### src/hw/tmc_defines.vh
// tmc_defines.vh: constants of the temperature monitor channel logic
// assumes inclusion by bare name from the design files under hw/
`ifndef TMC_DEFINES_VH
`define TMC_DEFINES_VH

`define TMC_TOPO_OFF       2'b00
`define TMC_TOPO_BETA      2'b01
`define TMC_TOPO_DIFF      2'b10
`define TMC_TOPO_SINGLE    2'b11
`define TMC_AVG_1          2'b00
`define TMC_AVG_8          2'b01
`define TMC_AVG_16         2'b10
`define TMC_AVG_8_SHIFT    3'h3
`define TMC_AVG_16_SHIFT   3'h4
`define TMC_CODE_HOT       11'h3ff
`define TMC_CODE_COLD      11'h401
`define TMC_TEMP_W         11
`define TMC_EMIT_RST       14'h11dc
`define TMC_TOPO_RST       2'b01
`define TMC_OFFS_RST       9'h000
`define TMC_THR_A_RST      9'h055
`define TMC_THR_B_RST      9'h1f6
`define TMC_DEPTH_RST      4'h0
`define TMC_HYST_RST       7'h00

`endif

### src/hw/tmc_channel.v
// tmc_channel.v: configuration and evaluation of one temperature monitor channel
// assumes a front end giving a raw quarter-degree sample with a strobe and fault flags
//
// Behaviour
// - hold a 14-bit emission-factor code, round(4572 / factor), passed to front end.
// - topology 00 off, 01 beta PNP, 10 differential, 11 single-ended.
// - offset is 9-bit two's complement, quarter-degree step.
// - offset added before readout and both alarm comparisons.
// - two alarm comparators, 9-bit signed thresholds in whole degrees.
// - open and short detection only on remote diode channels.
// - polarity 0 gives short 0x3ff, open 0x401; polarity 1 swaps them.
// - exponential average, coefficient 1, 8 or 16; code 11 treated as 1.
// - alarm depth is the 4-bit setting plus one.
// - 7-bit signed hysteresis shifts the trip level while alarmed.
// - averaged, corrected reading is presented for the I2C read path.
// - any configuration write restarts measurement, averaging and alarms.
// - three channels, two remote and one internal, nine registers each.
`default_nettype none
`include "tmc_defines.vh"
module tmc_channel #(
    parameter REMOTE = 1                       // 1 for external diode, 0 for on-chip sensor
) (
    input  wire        I_CLK,                  // 25 MHz system clock
    input  wire        I_RST_N,                // synchronous reset, low active
    input  wire        I_CFG_WR,               // strobe: configuration written over I2C
    input  wire [13:0] I_EMIT_CODE,            // emission-factor code
    input  wire [1:0]  I_TOPOLOGY,             // diode topology select
    input  wire [8:0]  I_OFFSET,               // offset, quarter degrees, signed
    input  wire [8:0]  I_ALARM_A_THRESHOLD,    // alarm a threshold, signed degrees
    input  wire [8:0]  I_ALARM_B_THRESHOLD,    // alarm b threshold, signed degrees
    input  wire        I_FAULT_READING_POLARITY, // swaps forced fault codes
    input  wire [1:0]  I_AVERAGE_COEFFICIENT_SELECT, // averaging coefficient
    input  wire [3:0]  I_ALARM_A_DEPTH,        // alarm a filter setting
    input  wire [3:0]  I_ALARM_B_DEPTH,        // alarm b filter setting
    input  wire [6:0]  I_ALARM_A_HYSTERESIS,   // alarm a hysteresis, signed degrees
    input  wire [6:0]  I_ALARM_B_HYSTERESIS,   // alarm b hysteresis, signed degrees
    input  wire        I_SAMPLE_VLD,           // front end: new sample strobe
    input  wire [10:0] I_SAMPLE,               // front end: raw temperature, quarter degrees
    input  wire        I_DIODE_OPEN,           // front end: open diode (async)
    input  wire        I_DIODE_SHORT,          // front end: shorted diode (async)
    output reg  [13:0] O_EMIT_CODE,            // emission code to front end
    output reg  [1:0]  O_TOPOLOGY,             // topology to front end
    output reg         O_FE_RESTART,           // pulse: front end restart
    output reg  [10:0] O_TEMP,                 // reading for the I2C read path
    output reg         O_TEMP_VLD,             // pulse: reading updated
    output reg         O_ALARM_COMPARATOR_A,   // alarm a level
    output reg         O_ALARM_COMPARATOR_B    // alarm b level
);
    // sign-extending arithmetic right shift of the 20-bit accumulator difference
    function [19:0] asr;
        input [19:0] v;
        input [2:0]  s;
        begin
            asr = $signed(v) >>> s;
        end
    endfunction

    // right-shift amount of one averaging step for the coefficient select
    function [2:0] avg_shift;
        input [1:0] sel;
        begin
            case (sel)
                `TMC_AVG_8:  avg_shift = `TMC_AVG_8_SHIFT;
                `TMC_AVG_16: avg_shift = `TMC_AVG_16_SHIFT;
                default:     avg_shift = 3'h0;
            endcase
        end
    endfunction

    // forced reading of a diode fault; polarity 1 swaps the two codes
    function [10:0] fault_code;
        input pol;
        input is_short;
        begin
            if (pol ^ is_short) begin
                fault_code = `TMC_CODE_HOT;
            end else begin
                fault_code = `TMC_CODE_COLD;
            end
        end
    endfunction

    reg  [1:0]  open_sync_q;
    reg  [1:0]  short_sync_q;
    reg  [19:0] acc_q;
    reg         primed_q;
    reg         stb_q;
    reg  [10:0] corr_q;
    reg  [19:0] acc_d;
    reg  [2:0]  shift;
    wire        enabled = (I_TOPOLOGY != `TMC_TOPO_OFF);
    // a write or a disabled channel restarts averaging and both alarms
    wire        clear   = I_CFG_WR | ~enabled;
    wire        f_open;
    wire        f_short;
    // fault samples leave both alarms as they stand
    wire        alarm_stb = stb_q & ~f_open & ~f_short;
    wire [10:0] offs_ext = {{2{I_OFFSET[8]}}, I_OFFSET};
    // 11-bit wrap, the reading format has no room for an overflow bit
    wire [10:0] sum     = I_SAMPLE + offs_ext;
    wire [19:0] samp_w  = {{9{corr_q[10]}}, corr_q};
    wire        a_alarm;
    wire        b_alarm;

    always @* begin
        shift = avg_shift(I_AVERAGE_COEFFICIENT_SELECT);
        // accumulator holds the average scaled by 16
        if (!primed_q) begin
            acc_d = {samp_w[15:0], 4'h0};
        end else begin
            acc_d = acc_q + asr({samp_w[15:0], 4'h0} - acc_q, shift);
        end
    end

    always @(posedge I_CLK) begin
        if (!I_RST_N) begin
            open_sync_q  <= 2'b00;
            short_sync_q <= 2'b00;
        end else begin
            open_sync_q  <= {open_sync_q[0], I_DIODE_OPEN};
            short_sync_q <= {short_sync_q[0], I_DIODE_SHORT};
        end
    end

    // the on-chip sensor has no diode to open or short, so its fault flags stay low
    generate
        if (REMOTE != 0) begin : g_remote
            assign f_open  = open_sync_q[1];
            assign f_short = short_sync_q[1];
        end else begin : g_internal
            assign f_open  = 1'b0;
            assign f_short = 1'b0;
        end
    endgenerate

    // front end follows the configuration one cycle behind
    always @(posedge I_CLK) begin
        if (!I_RST_N) begin
            O_EMIT_CODE  <= `TMC_EMIT_RST;
            O_TOPOLOGY   <= `TMC_TOPO_RST;
            O_FE_RESTART <= 1'b0;
        end else begin
            O_EMIT_CODE  <= I_EMIT_CODE;
            O_TOPOLOGY   <= I_TOPOLOGY;
            O_FE_RESTART <= I_CFG_WR;
        end
    end

    always @(posedge I_CLK) begin
        if (!I_RST_N) begin
            acc_q      <= 20'h00000;
            primed_q   <= 1'b0;
            stb_q      <= 1'b0;
            corr_q     <= 11'h000;
            O_TEMP     <= 11'h000;
            O_TEMP_VLD <= 1'b0;
        end else if (clear) begin
            acc_q      <= 20'h00000;
            primed_q   <= 1'b0;
            stb_q      <= 1'b0;
            O_TEMP_VLD <= 1'b0;
        end else begin
            stb_q      <= I_SAMPLE_VLD;
            O_TEMP_VLD <= 1'b0;
            if (I_SAMPLE_VLD) begin
                corr_q <= sum;
            end
            // faults are judged when the sample is used, after the pin synchroniser
            if (stb_q) begin
                O_TEMP_VLD <= 1'b1;
                if (f_short || f_open) begin
                    O_TEMP <= fault_code(I_FAULT_READING_POLARITY, f_short);
                end else begin
                    acc_q    <= acc_d;
                    primed_q <= 1'b1;
                    O_TEMP   <= acc_d[14:4];
                end
            end
        end
    end

    tmc_alarm u_alarm_a (
        .i_clk    (I_CLK),
        .i_rst_n  (I_RST_N),
        .i_clear  (clear),
        .i_sample (alarm_stb),
        .i_temp   (corr_q),
        .i_thresh (I_ALARM_A_THRESHOLD),
        .i_hyst   (I_ALARM_A_HYSTERESIS),
        .i_depth  (I_ALARM_A_DEPTH),
        .o_alarm  (a_alarm)
    );

    tmc_alarm u_alarm_b (
        .i_clk    (I_CLK),
        .i_rst_n  (I_RST_N),
        .i_clear  (clear),
        .i_sample (alarm_stb),
        .i_temp   (corr_q),
        .i_thresh (I_ALARM_B_THRESHOLD),
        .i_hyst   (I_ALARM_B_HYSTERESIS),
        .i_depth  (I_ALARM_B_DEPTH),
        .o_alarm  (b_alarm)
    );

    always @(posedge I_CLK) begin
        if (!I_RST_N) begin
            O_ALARM_COMPARATOR_A <= 1'b0;
            O_ALARM_COMPARATOR_B <= 1'b0;
        end else begin
            // alarms drop two cycles after a write, as the comparators clear first
            O_ALARM_COMPARATOR_A <= a_alarm & enabled;
            O_ALARM_COMPARATOR_B <= b_alarm & enabled;
        end
    end
endmodule
`default_nettype wire

### src/hw/tmc_alarm.v
// tmc_alarm.v: one alarm comparator with hysteresis and depth filter
// assumes samples in quarter degrees, one strobe per new sample
`default_nettype none
module tmc_alarm (
    input  wire        i_clk,       // system clock
    input  wire        i_rst_n,     // synchronous reset, low active
    input  wire        i_clear,     // restart alarm state
    input  wire        i_sample,    // new sample strobe
    input  wire [10:0] i_temp,      // corrected temperature, quarter degrees
    input  wire [8:0]  i_thresh,    // threshold, whole degrees, signed
    input  wire [6:0]  i_hyst,      // hysteresis, whole degrees, signed
    input  wire [3:0]  i_depth,     // filter setting, depth is setting plus one
    output reg         o_alarm      // filtered alarm level
);
    wire signed [12:0] temp_s  = {{2{i_temp[10]}}, i_temp};
    wire signed [12:0] thr_s   = {{2{i_thresh[8]}}, i_thresh, 2'b00};
    wire signed [12:0] hyst_s  = {{4{i_hyst[6]}}, i_hyst, 2'b00};
    // while alarmed the trip level moves by the hysteresis
    wire signed [12:0] level_s = o_alarm ? (thr_s + hyst_s) : thr_s;
    wire               raw     = (temp_s > level_s);
    reg  [3:0]         cnt_q;

    always @(posedge i_clk) begin
        if (!i_rst_n || i_clear) begin
            o_alarm <= 1'b0;
            cnt_q   <= 4'h0;
        end else if (i_sample) begin
            if (raw == o_alarm) begin
                cnt_q <= 4'h0;
            end else if (cnt_q >= i_depth) begin
                o_alarm <= raw;
                cnt_q   <= 4'h0;
            end else begin
                cnt_q <= cnt_q + 4'h1;
            end
        end
    end
endmodule
`default_nettype wire

### config.mk
export PLATFORM = sky130hd
export DESIGN_NAME = tmc_channel
export DESIGN_NICKNAME = d
export VERILOG_FILES = /design/src/hw/tmc_channel.v /design/src/hw/tmc_alarm.v
export VERILOG_INCLUDE_DIRS = /design/src /design/src/hw
export SDC_FILE = /design/constraint.sdc
export NUM_CORES = 1
export LEC_CHECK = 0
export ABC_AREA = 1
export BUFFER_PORTS_ARGS = -buffer_cell sky130_fd_sc_hd__buf_2
export CAP_MARGIN = 20
export CORE_MARGIN = 5
export CORE_UTILIZATION = 50
export DETAILED_ROUTE_END_ITERATION = 7
export GPL_ROUTABILITY_DRIVEN = 0
export GPL_TIMING_DRIVEN = 0
export HOLD_SLACK_MARGIN = 0.08
export PLACE_DENSITY = 0.85
export SLEW_MARGIN = 20
export SYNTH_ARGS = -nofsm -noshare
export SYNTH_HDL_FRONTEND = slang
export SYNTH_SLANG_ARGS = --single-unit
### constraint.sdc
create_clock -name I_CLK -period 3.33 [get_ports I_CLK]
set_input_delay 0.666 -clock I_CLK [delete_from_list [all_inputs] [get_ports I_CLK]]
set_output_delay 0.666 -clock I_CLK [all_outputs]
set_load 0.01 [all_outputs]
# Yosys cells after proc, flatten, opt, wreduce, memory -nomap -nowiden
# Index checks and enable logic that the tools add are counted.
# Widths: inputs -> output; s select.
[totals] reg_bits=78 input_bits=85 elab_cells=68
[classes] addsub=7 order_cmp=4 eq_ne=4 n_shift=1 mux=11 n_bitwise=14 reduce_logical=10
[ops] cell="$gt 11x13->1" count=2
[ops] cell="$mux 13" count=2
[ops] cell="$add 11x9->12" count=2
[ops] cell="$mux 11" count=2
[ops] cell="$add 20x20->20" count=1
[ops] cell="$mux 20" count=1
[ops] cell="$sshr 20x3->20" count=1
[ops] cell="$sub 20x20->20" count=1
[ops] cell="$mux 4" count=4
[ops] cell="$add 11x11->11" count=1
[ops] cell="$add 4x1->4 const B" count=2
[ops] cell="$ge 4x4->1" count=2
[ops] cell="$not 1->1" count=8
[ops] cell="$pmux 3 s2" count=1
[ops] cell="$reduce_and 2->1" count=3
[ops] cell="$reduce_and 3->1" count=2
[ops] cell="$and 1x1->1" count=4
[ops] cell="$eq 1x1->1" count=2
[ops] cell="$eq 2x1->1 const B" count=1
[ops] cell="$eq 2x2->1 const B" count=1
[ops] cell="$logic_or 1x1->1" count=2
[ops] cell="$reduce_bool 2->1" count=1
[ops] cell="$reduce_or 2->1" count=1
[ops] cell="$logic_not 1->1" count=1
[ops] cell="3 further kinds" count=3

# Logic depth before layout (Yosys ltp)
[logic_depth] depth_word=6 ltp_mapped=28

# By module
# Synthesis repeated with hierarchy kept, for this count alone.
[unflattened] cells_unflattened=1159 area_unflattened_um2=7603.5
[by_module_without_submodules] module="tmc_channel" instances=1 cells_per_inst=807 area_each_um2=5396.4
[by_module_without_submodules] module="tmc_alarm (u_alarm_a)" instances=1 cells_per_inst=185 area_each_um2=1127.3
[by_module_without_submodules] module="tmc_alarm (u_alarm_b)" instances=1 cells_per_inst=167 area_each_um2=1079.8

# Worst setup path after synthesis
# Ideal clock, no wire load.
[synth_path] kind="in2reg" startpoint="input port I_ALARM_B_THRESHOLD[0]" endpoint="register u_alarm_b.cnt_q[2]" setup_ns=0.070 t_arrival_ns=3.151 setup_slack_ns=0.109 path_stages=21 n_path_buf=0 path_cell_list="ha_1 inv_1 fa_1 o211ai_1 nand2_1 nand2_1 a21oi_1 xor2_1 nand2_1 o21ai_0 ha_1 nand2_1 nor3_2 nand2_1 nand3_1 nand2_1 nand3_1 nand2_1 nand2_1 nand3_1 a21oi_1"
[synth_between] elab_chain_len=5
[synth_rtl] item="start: declaration" line_no="tmc_channel.v:30" rtl="input wire [8:0] I_ALARM_B_THRESHOLD,"
[synth_rtl] item="$add 11x9->12" line_no="tmc_alarm.v:19" rtl="wire signed [12:0] level_s = o_alarm ? (thr_s + hyst_s) : thr_s;"
[synth_rtl] item="$mux 13 (*)" line_no="tmc_alarm.v:19"
[synth_rtl] item="$gt 11x13->1 (*)" line_no="tmc_alarm.v:20" rtl="wire raw = (temp_s > level_s);"
[synth_rtl] item="$eq 1x1->1 (*)" line_no="tmc_alarm.v:28" rtl="if (raw == o_alarm) begin"
[synth_rtl] item="$mux 4 (*)" line_no="tmc_alarm.v:28"
[synth_rtl] item="end signal: assignment" line_no="tmc_alarm.v:34" rtl="cnt_q <= cnt_q + 4'h1;"
[synth_rtl] item="end: declaration" line_no="tmc_alarm.v:21" rtl="reg [3:0] cnt_q;"
# Mark *: on every way between the ends. The rest lies on a longest branch, timed or not.
# A chain may end at the register's enable or synchronous reset.

# Worst setup path in the final report
[layout_path] startpoint="register acc_q[12]" endpoint="register acc_q[11]"
[layout_between] elab_chain_len=4
[layout_rtl] item="start: declaration" line_no="tmc_channel.v:85" rtl="reg [19:0] acc_q;"
[layout_rtl] item="start signal: assignment" line_no="tmc_channel.v:151" rtl="acc_q <= 20'h00000;"
[layout_rtl] item="start signal: assignment" line_no="tmc_channel.v:158" rtl="acc_q <= 20'h00000;"
[layout_rtl] item="start signal: assignment" line_no="tmc_channel.v:174" rtl="acc_q <= acc_d;"
[layout_rtl] item="$sub 20x20->20" line_no="tmc_channel.v:111" rtl="acc_d = acc_q + asr({samp_w[15:0], 4'h0} - acc_q, shift);"
[layout_rtl] item="$sshr 20x3->20" line_no="tmc_channel.v:54" rtl="asr = $signed(v) >>> s;"
[layout_rtl] item="$add 20x20->20" line_no="tmc_channel.v:111"
[layout_rtl] item="$mux 20" line_no="tmc_channel.v:108" rtl="if (!primed_q) begin"
# Every way passes these cells.

==> flow_metrics.py <==
metrics = {
    "yosys": {
        "synth_edf_count": 0,
        "synth_commonest_cells": "nand2_1, inv_1, a21oi_1",
        "async_flop_share": 0,
        "synth_flop_cell": "dfxtp_1",
        "seq_area_frac_synth": 0.208,
        "syn-num-nets": 1369,
        "synthDominantCellAreaShare": 0.208,
        "synth_area_mm2": 0.00750,
        "yosys_warnings": 0,
        "synthTopCellsByArea": "dfxtp_1, ha_1, nand2_1, inv_1, a21oi_1",
        "synth-seq-cells": 78,
        "synth.most_common_cell": "nand2_1",
        "synth_top_area_cell": "dfxtp_1",
        "synth_cell_types": 47,
        "synth.avg_cell_area_um2": 6.32,
        "synth_cells": 1187,
    },
    "outcome": {
        "status": "complete, but fails checks",
        "violations": "design-rule violations, negative setup slack",
    },
    "timing": {
        "setup_viol": 14,
        "slew_violations": 0,
        "fin_worst_skew_ns": 0.00729,
        "period_minus_slack_ns": 3.53,
        "relSlewSlack": 0.545,
        "finalCritPeriodShare": 1.06,
        "rsz0062_at_grt": "true",
        "finalHoldViolCount": 0,
        "worst_slack_ns": -0.203,
        "max_freq_mhz": 283,
        "worst_pin_slew_ns": 0.683,
    },
    "grt": {
        "grt-ovfl-total": 0,
        "grt_antenna_before_repair": 0,
        "grt_usage": 0.246,
        "grt_pass1_wl_um": 36200,
        "grt_max_degree": 14,
        "grt_pass1_vias": 7906,
    },
    "die": {
        "rows": 44,
        "die_w_um": 132,
        "die_height_um": 132,
        "io_pins": 116,
        "core_area_mm2": 0.0146,
        "initial_utilization": 0.512,
        "fp.dieArea_mm2": 0.0176,
    },
    "worst_setup_path": {
        "cp.required_ns": 3.56,
        "slowest_delay_ns": 0.37,
        "path_class": "reg2reg",
        "endpoint_kind": "flip-flop",
        "cpMostUsedCell": "nand2_1",
        "cp_data_arrival_time_ns": 3.77,
        "cpMaxStageDelayCell": "dfxtp_2",
        "critPathLaunchType": "flip-flop",
        "critPathMaxFanout": 5,
    },
    "worst_hold_path": {
        "hold_class": "reg2reg",
    },
    "drt": {
        "viasPerCell": 6.13,
        "route.detailed.drc": 2,
        "wl_per_cell_um": 17.8,
        "drt_pre_antenna_iters": 8,
        "first_iter_violations": 1272,
        "vias": 9472,
        "wl_um": 27400,
        "antenna_left": 0,
    },
    "layout": {
        "seq_area_mm2": 0.00163,
        "antenna_cells": 0,
        "fin_area_mm2": 0.0101,
        "utilization": 0.691,
        "final_net_count": 1538,
        "multi_input_comb_area_mm2": 0.00623,
        "nFillCells": 1039,
        "drive_gt1_frac": 0.314,
        "area_growth_pct": 34.8,
    },
    "clock_network": {
        "cts_hold_buf": 0,
        "cts_max_level": 3,
        "clock_latency_ns": 0.34,
        "numClockSinks": 78,
        "cts_buffers": 9,
        "cts.root.buffer_cell": "clkbuf_16",
        "cts_tree": "built",
        "clk_pin_slew_ns": 0.06,
        "cts_buffer_depth": 2,
    },
    "placed_design": {
        "port_buffers": 114,
        "place_hpwl_um": 17300,
        "dpl-instance-area_mm2": 0.00830,
    },
    "pwr": {
        "power_density_mw_per_mm2": 370,
        "static-leakage-power_nw": 5.04,
        "vdd_drop_max_mv": 0.408,
    },
    "flow_run": {
        "cap_violations": 0,
    },
}
## registers in the layout (all words and copies together), names as in the netlist
signal / count
O_ALARM_COMPARATOR_B: 1
u_alarm_b.o_alarm: 1
open_sync_q: 2
u_alarm_b.cnt_q: 4
O_ALARM_COMPARATOR_A: 1
acc_q: 20
u_alarm_a.o_alarm: 1
short_sync_q: 2
O_FE_RESTART: 1
stb_q: 1
u_alarm_a.cnt_q: 4
O_TEMP_VLD: 1
O_TEMP: 11
O_EMIT_CODE: 14
primed_q: 1
O_TOPOLOGY: 2
corr_q: 11
## path summary, 6_finish.rpt
check | from | endpoint | slack [ns] | depth (start not counted)
setup / recovery | acc_q[12]$_SDFFE_PP0P_ | acc_q[11]$_SDFFE_PP0P_ | -0.20 | 25
hold reg to reg | open_sync_q[0]$_SDFF_PN0_ | open_sync_q[1]$_SDFF_PN0_ | 0.42 | 2
setup reg to reg | acc_q[12]$_SDFFE_PP0P_ | acc_q[11]$_SDFFE_PP0P_ | -0.20 | 25
hold / removal | open_sync_q[0]$_SDFF_PN0_ | open_sync_q[1]$_SDFF_PN0_ | 0.42 | 2
## report_power, final
group	switching (mW)	total (mW)	internal [mW]	leakage [nW]
Clock	0.406	1.03	0.621	0.148
Sequential	0.0391	0.996	0.957	0.653
Combinational	1.03	1.72	0.687	4.23
Total	1.48	3.74	2.27	5.04
## placed cells by master (no fill, tap or decap), drive strengths merged, types with 4 or more instances in the layout
cell / count
xnor2: 12
o211ai: 14
nor2: 83
or2: 13
buf: 164
xor2: 22
o21ai: 85
inv: 182
clkbuf: 27
nor3: 12
nand2: 294
ha: 93
nand4: 28
fa: 4
a21oi: 121
dfxtp: 78
nand3: 94
## per-stage QoR
step / total power [mW] / worst slack (ns) / TNS (ns) / std cells / hold slack [ns]
floorplan: 1.88 / 0.109 / 0 / 1187 / 0.390
global placement: 2.15 / -0.415 / -8.03 / 1485 / 0.393
detailed placement: 2.18 / -0.516 / -9.46 / 1485 / 0.407
CTS: 3.31 / -0.0224 / -0.0423 / 1506 / 0.423
global route: 3.92 / -0.305 / -4.69 / 1544 / 0.452
finish: 3.74 / -0.203 / -1.37 / 1544 / 0.419
## cell type report
| type | count | share of cell area |
|---|---|---|
| Buffer | 22 | 0.00878 |
| Clock buffer | 11 | 0.0250 |
| Clock inverter | 4 | 0.00544 |
| Inverter | 183 | 0.0691 |
| Multi-Input combinational cell | 904 | 0.616 |
| Sequential cell | 78 | 0.161 |
| Tap cell | 184 | 0.0228 |
| Timing Repair Buffer | 158 | 0.0918 |
## critical path, delay by kind of cell, from the launching register on
kind	cells	cell delay, ns
AND/OR/NAND/NOR	17	1.98
buffers and inverters	5	0.37
adder cells (fa/ha/maj)	2	0.63
AO/OA/AOI/OAI	1	0.08
flip-flops	1	0.37
## repair_timing
item / in CTS / in global routing
pin swaps: 12 / 119
buffers inserted: 6 / 39
resized for setup: 72 / 239
endpoints found under the setup margin: 26 / 36
hold endpoints to repair: 0 / 0
## layer usage
metal	vias to the layer above	GRT usage	share of wire
met4	0	0.0918	0.067
met5	-	0	0
met1	4280	0.304	0.36
met2	695	0.415	0.46
met3	203	0.0592	0.12
li1	4294	-	-
## cells by family after synthesis
| kind of cell | share of synthesized area |
|---|---|
| AND/OR/NAND/NOR | 0.306 |
| AO/OA/AOI/OAI | 0.177 |
| buffers and inverters | 0.103 |
| adder cells (fa/ha/maj) | 0.166 |
| flip-flops | 0.208 |
| XOR/XNOR | 0.0397 |
No activity file was read; power rests on OpenSTA's default activity.
